===== src/design/lsdp_pkg.sv =====
// load-store data port: shared types and constants
// What this block does
// - loads and stores of 32-bit words, 16-bit halfwords and 8-bit bytes
// - request stays high until grant is seen high for one cycle
// - write enable high for stores, low for loads, alongside the request
// - byte enables mark each byte lane accessed, alongside the request
// - store data driven on the write word alongside the request
// - load data captured in the cycle response valid is high
// - address-phase outputs may change the cycle after a grant
// - never more than two granted transactions awaiting response
// - no address-misaligned exception is ever raised
// - unaligned word and word-crossing halfword split into two transactions
// - the lower-address half of a split access goes out first
// - accesses within one word use a single transaction
// - optional user, id, ready and error signals omitted, tied to defaults
// - post-increment exists only when the extension parameter equals 1
// - post-increment accesses base address; base register gets base plus offset
package lsdp_pkg;

  // ----------------------------------------
  // constants
  // ----------------------------------------
  localparam bit        LSDP_EXT_DEFAULT = 1'h1;
  localparam logic [1:0] LSDP_MAX_OUT    = 2'h2;
  localparam logic [31:0] LSDP_WORD_STEP = 32'h4;
  localparam logic [1:0] LSDP_ALIGN_MASK = 2'h0;
  localparam logic [3:0] LSDP_BE_BYTE    = 4'h1;
  localparam logic [3:0] LSDP_BE_HALF    = 4'h3;
  localparam logic [3:0] LSDP_BE_WORD    = 4'hF;

  // ----------------------------------------
  // types
  // ----------------------------------------
  typedef enum logic [1:0] {
    LSDP_SZ_BYTE = 2'h0,
    LSDP_SZ_HALF = 2'h1,
    LSDP_SZ_WORD = 2'h2
  } lsdp_size_t;

  typedef enum logic [2:0] {
    LSDP_ST_IDLE  = 3'h1,
    LSDP_ST_REQ   = 3'h2,
    LSDP_ST_WAIT2 = 3'h4
  } lsdp_fsm_t;

  typedef struct packed {
    logic        we;
    lsdp_size_t  size;
    logic        sign_ext;
    logic        post_inc;
    logic [31:0] addr;
    logic [31:0] wdata;
    logic [31:0] offset;
  } lsdp_cmd_t;

  typedef struct packed {
    logic        first;
    logic        second;
    logic        we;
    lsdp_size_t  size;
    logic        sign_ext;
    logic [1:0]  off;
  } lsdp_entry_t;

  typedef struct packed {
    lsdp_fsm_t        fsm;
    logic             req;
    logic [31:0]      addr;
    logic             we;
    logic [3:0]       be;
    logic [31:0]      wdata;
    logic [3:0]       hi_be;
    logic [31:0]      hi_wdata;
    lsdp_entry_t      cur;
    logic [1:0]       cnt;
    lsdp_entry_t [1:0] q;
    logic [31:0]      hold;
    logic             cmd_ready;
    logic             rsp_valid;
    logic [31:0]      rsp_rdata;
    logic             base_valid;
    logic [31:0]      base_value;
  } lsdp_state_t;

endpackage


===== src/design/lsdp_port.sv =====
// load-store data port: request/grant address phase, in-order response phase
`timescale 1ns/1ns
module lsdp_port
  import lsdp_pkg::*;
#(
  parameter bit custom_extensions_param = LSDP_EXT_DEFAULT
) (
  input  wire logic        clk,
  input  wire logic        rst_n,
  input  wire lsdp_cmd_t   cmd,
  input  wire logic        cmd_valid,
  output logic             cmd_ready,
  output logic             rsp_valid,
  output logic [31:0]      rsp_rdata,
  output logic             base_update_valid,
  output logic [31:0]      base_update_value,
  output logic             lsu_request_out,
  output logic [31:0]      lsu_address_out,
  output logic             lsu_write_enable_out,
  output logic [3:0]       lsu_byte_enables_out,
  output logic [31:0]      lsu_write_word_out,
  input  wire logic        lsu_grant_in,
  input  wire logic        lsu_response_valid_in,
  input  wire logic [31:0] lsu_read_word_in
);

  // ----------------------------------------
  // helpers
  // ----------------------------------------
  function automatic logic [3:0] size_mask(input lsdp_size_t sz);
    logic [3:0] m;
    m = LSDP_BE_BYTE;
    case (sz)
      LSDP_SZ_HALF: m = LSDP_BE_HALF;
      LSDP_SZ_WORD: m = LSDP_BE_WORD;
      default:      m = LSDP_BE_BYTE;
    endcase
    return m;
  endfunction

  function automatic logic [31:0] extend(input logic [31:0] v, input lsdp_size_t sz, input logic sx);
    logic [31:0] r;
    r = v;
    case (sz)
      LSDP_SZ_BYTE: r = {{24{sx & v[7]}}, v[7:0]};
      LSDP_SZ_HALF: r = {{16{sx & v[15]}}, v[15:0]};
      default:      r = v;
    endcase
    return r;
  endfunction

  // ----------------------------------------
  // state
  // ----------------------------------------
  lsdp_state_t       s_reg;
  lsdp_state_t       s_next;
  logic              granted;
  logic              pop;
  logic              accept;
  lsdp_entry_t       head;
  lsdp_entry_t [1:0] q_tmp;
  logic [1:0]        cnt_tmp;
  logic [7:0]        be8;
  logic [63:0]       wd64;
  logic [31:0]       merged;

  // no exception output exists: misaligned accesses are always carried out
  // optional user, id, ready and error signals are absent

  always_comb begin
    s_next            = s_reg;
    s_next.rsp_valid  = 1'b0;
    s_next.base_valid = 1'b0;
    granted           = s_reg.req && lsu_grant_in; // early grant ignored without request
    pop               = lsu_response_valid_in && (s_reg.cnt != 2'h0);
    accept            = cmd_valid && s_reg.cmd_ready;
    head              = s_reg.q[0];
    be8               = {4'h0, size_mask(cmd.size)} << cmd.addr[1:0];
    wd64              = {32'h0, cmd.wdata} << {cmd.addr[1:0], 3'h0};

    // response phase, strictly in issue order
    if (head.second) begin
      merged = s_reg.hold | (lsu_read_word_in << {2'h0 - head.off, 3'h0});
    end else begin
      merged = lsu_read_word_in >> {head.off, 3'h0};
    end
    if (pop) begin
      if (head.first) begin
        s_next.hold = merged;
      end else begin
        s_next.rsp_valid = 1'b1;
        s_next.rsp_rdata = head.we ? 32'h0 : extend(merged, head.size, head.sign_ext);
      end
    end

    // ---------------- outstanding tracking
    q_tmp   = s_reg.q;
    cnt_tmp = s_reg.cnt;
    if (pop) begin
      q_tmp[0] = q_tmp[1];
      cnt_tmp  = cnt_tmp - 2'h1;
    end
    if (granted) begin
      q_tmp[cnt_tmp[0]] = s_reg.cur; // response comes a cycle later at earliest
      cnt_tmp           = cnt_tmp + 2'h1;
    end
    s_next.q   = q_tmp;
    s_next.cnt = cnt_tmp;

    // ---------------- address phase
    case (s_reg.fsm)
      LSDP_ST_IDLE: begin
        if (accept) begin
          s_next.req          = 1'b1;
          s_next.fsm          = LSDP_ST_REQ;
          s_next.addr         = {cmd.addr[31:2], LSDP_ALIGN_MASK};
          s_next.we           = cmd.we;
          s_next.be           = be8[3:0];
          s_next.wdata        = wd64[31:0];
          s_next.hi_be        = be8[7:4];
          s_next.hi_wdata     = wd64[63:32];
          s_next.cur.first    = |be8[7:4];
          s_next.cur.second   = 1'b0;
          s_next.cur.we       = cmd.we;
          s_next.cur.size     = cmd.size;
          s_next.cur.sign_ext = cmd.sign_ext;
          s_next.cur.off      = cmd.addr[1:0];
          if (cmd.post_inc && custom_extensions_param) begin
            s_next.base_valid = 1'b1;
            s_next.base_value = cmd.addr + cmd.offset; // memory sees the base
          end
        end
      end
      LSDP_ST_REQ: begin
        if (granted) begin // held until granted
          if (s_reg.cur.first) begin
            // upper word follows the lower one
            s_next.addr       = s_reg.addr + LSDP_WORD_STEP;
            s_next.be         = s_reg.hi_be;
            s_next.wdata      = s_reg.hi_wdata;
            s_next.cur.first  = 1'b0;
            s_next.cur.second = 1'b1;
            if (cnt_tmp == LSDP_MAX_OUT) begin
              s_next.req = 1'b0;
              s_next.fsm = LSDP_ST_WAIT2;
            end
          end else begin
            s_next.req = 1'b0;
            s_next.fsm = LSDP_ST_IDLE;
          end
        end
      end
      LSDP_ST_WAIT2: begin
        if (cnt_tmp != LSDP_MAX_OUT) begin
          s_next.req = 1'b1;
          s_next.fsm = LSDP_ST_REQ;
        end
      end
      default: begin
        s_next.req = 1'b0;
        s_next.fsm = LSDP_ST_IDLE;
      end
    endcase
    s_next.cmd_ready = (s_next.fsm == LSDP_ST_IDLE) && (cnt_tmp != LSDP_MAX_OUT);
  end

  always_ff @(posedge clk or negedge rst_n) begin
    if (!rst_n) begin
      s_reg     <= '0;
      s_reg.fsm <= LSDP_ST_IDLE;
    end else begin
      s_reg <= s_next;
    end
  end

  // ----------------------------------------
  // outputs
  // ----------------------------------------
  assign cmd_ready            = s_reg.cmd_ready;
  assign rsp_valid            = s_reg.rsp_valid;
  assign rsp_rdata            = s_reg.rsp_rdata;
  assign base_update_valid    = s_reg.base_valid;
  assign base_update_value    = s_reg.base_value;
  assign lsu_request_out      = s_reg.req;
  assign lsu_address_out      = s_reg.addr;
  assign lsu_write_enable_out = s_reg.we;
  assign lsu_byte_enables_out = s_reg.be;
  assign lsu_write_word_out   = s_reg.wdata;

  // ----------------------------------------
  // checks
  // ----------------------------------------
  req_hold_a: assert property (@(posedge clk) disable iff (!rst_n)
    lsu_request_out && !lsu_grant_in |=> lsu_request_out)
    else $error("request dropped before grant");

  phase_stable_a: assert property (@(posedge clk) disable iff (!rst_n)
    lsu_request_out && !lsu_grant_in |=> $stable(lsu_address_out) && $stable(lsu_byte_enables_out)
      && $stable(lsu_write_enable_out) && $stable(lsu_write_word_out))
    else $error("address phase changed before grant");

  outstanding_max_a: assert property (@(posedge clk) disable iff (!rst_n)
    s_reg.cnt <= LSDP_MAX_OUT && !(s_reg.cnt == LSDP_MAX_OUT && lsu_request_out))
    else $error("too many outstanding transactions");

  split_order_a: assert property (@(posedge clk) disable iff (!rst_n)
    lsu_request_out && lsu_grant_in && s_reg.cur.first
      |=> lsu_address_out == $past(lsu_address_out) + LSDP_WORD_STEP)
    else $error("split upper half not at next word");

  word_aligned_a: assert property (@(posedge clk) disable iff (!rst_n)
    lsu_request_out |-> lsu_address_out[1:0] == 2'h0 && lsu_byte_enables_out != 4'h0)
    else $error("bad address or empty byte enables");

  single_txn_a: assert property (@(posedge clk) disable iff (!rst_n)
    cmd_valid && cmd_ready && (cmd.size == LSDP_SZ_BYTE || cmd.addr[1:0] == 2'h0
      || (cmd.size == LSDP_SZ_HALF && cmd.addr[1:0] != 2'h3))
      |=> lsu_request_out && !s_reg.cur.first)
    else $error("non-crossing access was split");

  word_split_a: assert property (@(posedge clk) disable iff (!rst_n)
    cmd_valid && cmd_ready && ((cmd.size == LSDP_SZ_WORD && cmd.addr[1:0] != 2'h0)
      || (cmd.size == LSDP_SZ_HALF && cmd.addr[1:0] == 2'h3)) |=> lsu_request_out && s_reg.cur.first)
    else $error("misaligned access not split");

  split_second_a: assert property (@(posedge clk) disable iff (!rst_n)
    lsu_request_out && lsu_grant_in && s_reg.cur.first
      |=> s_reg.cur.second && (lsu_request_out || s_reg.fsm == LSDP_ST_WAIT2))
    else $error("split upper half not issued");

  store_done_a: assert property (@(posedge clk) disable iff (!rst_n)
    lsu_response_valid_in && s_reg.cnt != 2'h0 && !head.first && head.we
      |=> rsp_valid && rsp_rdata == 32'h0)
    else $error("store completion wrong");

  load_word_a: assert property (@(posedge clk) disable iff (!rst_n)
    lsu_response_valid_in && s_reg.cnt != 2'h0 && !head.first && !head.second && !head.we
      && head.size == LSDP_SZ_WORD |=> rsp_valid && rsp_rdata == $past(lsu_read_word_in))
    else $error("load data not captured");

  post_inc_a: assert property (@(posedge clk) disable iff (!rst_n)
    cmd_valid && cmd_ready && cmd.post_inc && custom_extensions_param
      |=> base_update_valid && base_update_value == $past(cmd.addr) + $past(cmd.offset)
        && lsu_address_out[31:2] == $past(cmd.addr[31:2]))
    else $error("post increment wrong");

endmodule


===== config.mk =====
export PLATFORM = sky130hd
export DESIGN_NAME = lsdp_port
export DESIGN_NICKNAME = d
export VERILOG_FILES = /design/src/design/lsdp_pkg.sv /design/src/design/lsdp_port.sv
export SDC_FILE = /design/constraint.sdc
export NUM_CORES = 1
export LEC_CHECK = 0
export BUFFER_PORTS_ARGS = -buffer_cell sky130_fd_sc_hd__buf_2
export CAP_MARGIN = 20
export CELL_PAD_IN_SITES_DETAIL_PLACEMENT = 1
export CELL_PAD_IN_SITES_GLOBAL_PLACEMENT = 1
export CORE_AREA = 3 3 181 183
export CTS_BUF_LIST = sky130_fd_sc_hd__clkbuf_8 sky130_fd_sc_hd__clkbuf_16
export CTS_CLUSTER_SIZE = 20
export DETAILED_ROUTE_END_ITERATION = 7
export DIE_AREA = 0 0 184 186
export HOLD_SLACK_MARGIN = 0.12
export PLACE_DENSITY = 0.95
export SLEW_MARGIN = 20
export SYNTH_ARGS = -nofsm -noshare
export SYNTH_HDL_FRONTEND = slang
export SYNTH_SLANG_ARGS = --single-unit

===== constraint.sdc =====
create_clock -name clk -period 4.6 [get_ports clk]
set_input_delay 0.92 -clock clk [delete_from_list [all_inputs] [get_ports clk]]
set_output_delay 0.92 -clock clk [all_outputs]
set_load 0.05 [all_outputs]

==> results_dict.tcl, run 1 <==
set metrics [dict create \
    start_util 0.449 \
    die_x_um 184 \
    drtIter0Drc 895 \
    synth_edf_count 0 \
    cp-end-kind "flip-flop" \
    final_common_cell "buf_2" \
    cts_htree_levels 1 \
    largest_reg_flops 80 \
    crit_path_start_kind "input port" \
    design.core.area_mm2 0.0314 \
    cap_violations 0 \
    drc 0 \
    dpl_cell_area_mm2 0.0147 \
    via_count 13000 \
    io_buffers 272 \
    cts_sinks 222 \
    synthCells 1650 \
    first_global_vias 13700 \
    wirelength_um 48000 \
    clock_skew_ns 0.0241 \
    crit_chain "buf_2, ha_1, inv_1, fa_1, nor2b_1, o211ai_1, a21oi_1, a31o_2, a311oi_2, or4_1, nand3_1" \
    cp_top_family "compound AO/OA/AOI/OAI gates" \
    fin_cells 2158 \
    io_pins 275 \
    max_clock_freq_mhz 335 \
    cts_resized 0 \
    antenna_found_initial 5 \
    async_flop_share 1.00 \
    fin_util 0.498 \
    ant_nets 0 \
    status "completed" \
    grt_start_max_net_pins 101 \
    syn_to_final_growth_pct 11.1 \
    seq_area_frac_synth 0.395 \
    drive_gt1_frac 0.225 \
    grt_pass1_wl_um 75300 \
    critPathMaxFanout 4 \
    synth_flop_cell "dfrtp_1" \
    fin_crit_sh 0.649 \
    rrSetupSlack_ns 1.70 \
    layout_common_cells "buf_2, nand2_1, dfrtp_1, o21ai_0, nor2_1" \
    cp_slowest_cell "or4_1" \
    syn_area_per_cell_um2 8.53 \
    path_class "in -> reg" \
    dp_hpwl_um 34800 \
    dieArea_mm2 0.0342 \
    synth.yosys.warnings 0 \
    worstPathArrival_ns 3.46 \
    rr_startpoint "s_reg[115]" \
    clock_tree.root_cell "clkbuf_16" \
    vias_per_cell 6.04 \
    r2r_end "s_reg[232]" \
    synth_cell_types 78 \
    cts_hold_buf 0 \
    wl_per_cell_um 22.2 \
    hold_violations 0 \
    clk-insertion-delay-late_ns 0.55 \
    grt-ovfl-total 0 \
    synth.cell_area_mm2 0.0141 \
    place.gp.congestion 1.01 \
    power_density_mw_per_mm2 727 \
    rsz0062_at_grt "false" \
    min_period_ns 2.99 \
    clk_path_buf_depth 3 \
    drv_slew 0 \
    fin_setup_tns_ns 0 \
    cts_buffers 27 \
    rows 65 \
    slowest_delay_ns 0.49 \
    post_cts_buffers 0 \
    hold_path.class "in -> async" \
    grtUsageTotal 0.273 \
    drt_pass1_iterations 7 \
    leakage_nw 7.43 \
    worst_pin_slew_ns 1.03 \
    cts_tree "done" \
    rr_worst_depth 10 \
    ir_drop_mv 0.437 \
    critPathBufInv 2 \
    relSlewSlack 0.309 \
    die_h_um 186 \
    setup_viol 0 \
    critPathRequiredTime_ns 5.07 \
    final_nets 1906 \
    path_clk_slew_ns 0.07 \
    ys_ff_latch 222 \
    dp_cells 2105 \
    final_area_mm2 0.0156 \
]
## how the worst max path moves through the flow
stage,slack [ns],cells after the start,end,from
floorplan,1.57,10,base_update_value[30],cmd[65]
global placement,1.26,11,base_update_value[30],cmd[64]
detailed placement,1.15,11,base_update_value[30],cmd[64]
CTS,1.47,7,rsp_rdata[20],head[0]
global route,1.37,10,s_reg[232],s_reg[115]
finish,1.61,11,base_update_value[30],cmd[64]
## cell type report
| cell class | count | area, um2 |
|---|---|---|
| clock buffer | 31 | 731 |
| fill | 3786 | 15800 |
| tap | 402 | 503 |
| antenna | 3 | 7.51 |
| timing repair buffer | 292 | 1550 |
| multi-input combinational | 1164 | 7020 |
| sequential | 222 | 5560 |
| clock inverter | 19 | 179 |
| inverter | 25 | 93.8 |
## cells by family (layout without fill, tap and decap cells)
group	after synthesis	count (layout)	synth area share
fa+ha+maj	36	36	0.0325
other cells	1	5	0.000266
flops	222	222	0.395
mux	68	68	0.0520
buf+inv	265	367	0.109
xor+xnor	22	22	0.0137
compound gates	486	486	0.222
simple gates	550	550	0.176
## metal layers
metal,vias up,wire [um],GRT usage,share of wire
li1,5930,-,-,-
met1,6503,19700,0.348,0.41
met2,491,22900,0.456,0.48
met3,101,3720,0.0606,0.077
met4,4,1680,0.100,0.035
met5,-,32,0,0.00067
## report_power, final
part | leakage [nW] | internal (mW) | switching, mW
clock network | 0.484 | 1.30 | 0.892
logic | 4.10 | 1.56 | 4.07
registers | 2.85 | 2.81 | 0.729
## metrics by stage
step	power [mW]	hold WS (ns)	setup WS [ns]
2_1_floorplan	8.23	0.439	1.57
3_3_place_gp	8.87	0.447	1.26
3_5_place_dp	9.13	0.461	1.15
4_1_cts	11.4	0.450	1.47
5_1_grt	12.0	0.463	1.37
6_report	11.4	0.390	1.61
## cell usage after synthesis, types with 4 or more instances
library cell	count	area, um2
a221o_1	19	190
o22ai_1	6	37.5
xnor2_1	10	87.6
and2_1	7	43.8
nand3_1	55	275
a22oi_1	22	165
a31oi_1	25	156
or3_1	4	25.0
mux2_2	31	349
buf_2	25	125
o21a_1	6	45.0
nand2b_1	7	43.8
o21ai_0	158	791
and3_1	11	68.8
a211oi_1	15	113
o211ai_1	12	90.1
inv_1	25	93.8
a311oi_1	6	52.6
nor3b_1	10	75.1
buf_4	132	991
nor3_1	29	145
nor2b_1	20	125
xor2_1	12	105
ha_1	35	438
a21oi_1	104	521
a22o_1	33	289
or4_1	5	37.5
o31a_1	4	35.0
nand4_1	15	93.8
nor2_1	114	428
a21o_1	19	143
o31ai_1	5	37.5
o21bai_1	4	30.0
o21ai_1	8	40.0
buf_1	15	56.3
mux2i_1	36	360
a32oi_1	5	43.8
a31o_2	5	43.8
dfrtp_1	221	5530
nand2_1	242	908
nor4_1	16	100
clkbuf_1	66	248
(Power assumes the default switching activity.)
==> run 2, diff against run 1 <==
Settings changed: CORE_AREA 3 3 181 183 to 3 3 188 190, DIE_AREA 0 0 184 186 to 0 0 191 193, PLACE_DENSITY 0.95 to 0.9.
Clock period 4.6 ns to 2.9 ns, I/O delays scaled along.
==> run 2 against run 1 <==
Sequential share of layout area shrank 0.70 points. Via count grew 1.3%. Total power grew 58%. Cell count is 3.7% higher. First-iteration DRC count increased by 8.3%. Global-route usage down 2.0 points. Register-to-register slack worse by 1.3 ns. Core utilization fell by 2.4 points. Critical path type unchanged. Combinational power rose by 61%. Critical path depth is the same. Wire length down 0.23%. Count of clock-buffer cells in the layout up 1. Highest routed layer unchanged. Largest power group unchanged.
==> results_dict.tcl, run 2 (synthesis results as in run 1) <==
set metrics [dict create \
    first_global_vias 13600 \
    hold_path.class "in -> reg" \
    grtUsageTotal 0.252 \
    power_density_mw_per_mm2 1120 \
    critPathRequiredTime_ns 3.35 \
    grt_start_max_net_pins 109 \
    crit_path_start_kind "input port" \
    wl_met1_um 20500 \
    cts_resized 0 \
    clk-insertion-delay-late_ns 0.54 \
    worst_pin_slew_ns 1.09 \
    dp_cells 2186 \
    leakage_nw 7.59 \
    met2_length_um 22900 \
    cts_sinks 222 \
    relSlewSlack 0.268 \
    worstPathArrival_ns 3.00 \
    antenna_found_initial 3 \
    fin_util 0.475 \
    clock_tree.root_cell "clkbuf_16" \
    ir_drop_mv 0.638 \
    syn_to_final_growth_pct 13.3 \
    status "completed" \
    drt_pass1_iterations 6 \
    rows 67 \
    cp-end-kind "flip-flop" \
    drc 0 \
    path_clk_slew_ns 0.06 \
    clk_path_buf_depth 3 \
    die_x_um 191 \
    drtIter0Drc 969 \
    io_pins 275 \
    io_buffers 272 \
    fill_cells 4021 \
    rsz0062_at_grt "false" \
    vias_per_cell 5.90 \
    path_class "in -> reg" \
    layout_common_cells "buf_2, nand2_1, dfrtp_1, o21ai_0, nor2_1" \
    largest_reg_flops 80 \
    min-delay-start "cmd[97]" \
    cts_tree "done" \
    rr_startpoint "head[1]" \
    final_common_cell "buf_2" \
    ant_nets 0 \
    cts_htree_levels 1 \
    drv_slew 0 \
    power.total_mw 17.9 \
    setup_viol 0 \
    clock_skew_ns 0.0277 \
    place.gp.congestion 0.975 \
    rr_worst_depth 7 \
    final_nets 1942 \
    wl_met3_um 3110 \
    cts_buffers 26 \
    design.core.area_mm2 0.0336 \
    startpoint "cmd[64]" \
    start_util 0.419 \
    grt-ovfl-total 0 \
    min_period_ns 2.55 \
    fin_crit_sh 0.878 \
    max_clock_freq_mhz 393 \
    routed.top_layer "met5" \
    via_count 13200 \
    drive_gt1_frac 0.238 \
    wirelength_um 47900 \
    grt_pass1_wl_um 74800 \
    fin_cells 2237 \
    die_h_um 193 \
    hold_violations 0 \
    wl_per_cell_um 21.4 \
    cap_violations 0 \
    min_path_cells 3 \
    dieArea_mm2 0.0369 \
    critPathMaxFanout 3 \
    fin_worst_hold_slack_ns 0.242 \
    dp_hpwl_um 35000 \
]
-- run 2: power by group --
group,switching [mW],leakage [nW],internal [mW],total [mW]
clock,1.35,0.445,1.87,3.23
combinational,6.46,4.29,2.61,9.07
sequential,1.18,2.85,4.46,5.64
total,8.99,7.59,8.94,17.9
-- run 2: worst paths after layout --
path	end	slack, ns
max in group asynchronous	rsp_rdata[18]	1.42
min	s_reg[119]	0.24
max reg2reg	rsp_rdata[31]	0.42
min reg2reg	lsu_write_word_out[2]	0.47
max	base_update_value[28]	0.35
min in group asynchronous	lsu_address_out[22]	0.62
-- run 2: worst max-delay path, cell delays in order --
cell      delay (ns)
buf_2           0.10
ha_1            0.19
inv_1           0.07
fa_1            0.40
nor2b_1         0.18
o211ai_1        0.12
a21oi_1         0.30
a221o_1         0.35
a21oi_1         0.18
or4_1           0.42
nand3_1         0.10
-- run 2: final cells by class --
type | instances | area [um2] | area share
Timing Repair Buffer | 329 | 1870 | 0.117
Tap cell | 448 | 561 | 0.0351
Antenna cell | 1 | 2.50 | 0.000157
Clock buffer | 32 | 733 | 0.0460
Inverter | 25 | 93.8 | 0.00588
Sequential cell | 222 | 5560 | 0.348
Multi-Input combinational cell | 1164 | 7020 | 0.440
Clock inverter | 16 | 110 | 0.00690
-- run 2: routing by layer --
metal,track usage,up-vias
li1,-,6016
met1,0.336,6618
met2,0.428,456
met3,0.0425,101
met4,0.0700,4
met5,0,-
-- run 2: metrics by stage --
stage / setup slack (ns) / cell area, um2 / TNS (ns)
3_5_place_dp: -0.0912 / 15100 / -0.128
4_1_cts: 0.233 / 15900 / 0
3_3_place_gp: -0.00194 / 15100 / -0.00194
5_1_grt: 0.221 / 16000 / 0
2_1_floorplan: 0.208 / 14100 / 0
6_report: 0.353 / 16000 / 0
-- run 2: repair_timing --
item                      in CTS  in global routing
hold endpoints to repair      63                  0
setup buffers                  0                  0
hold buffers                   1                  0
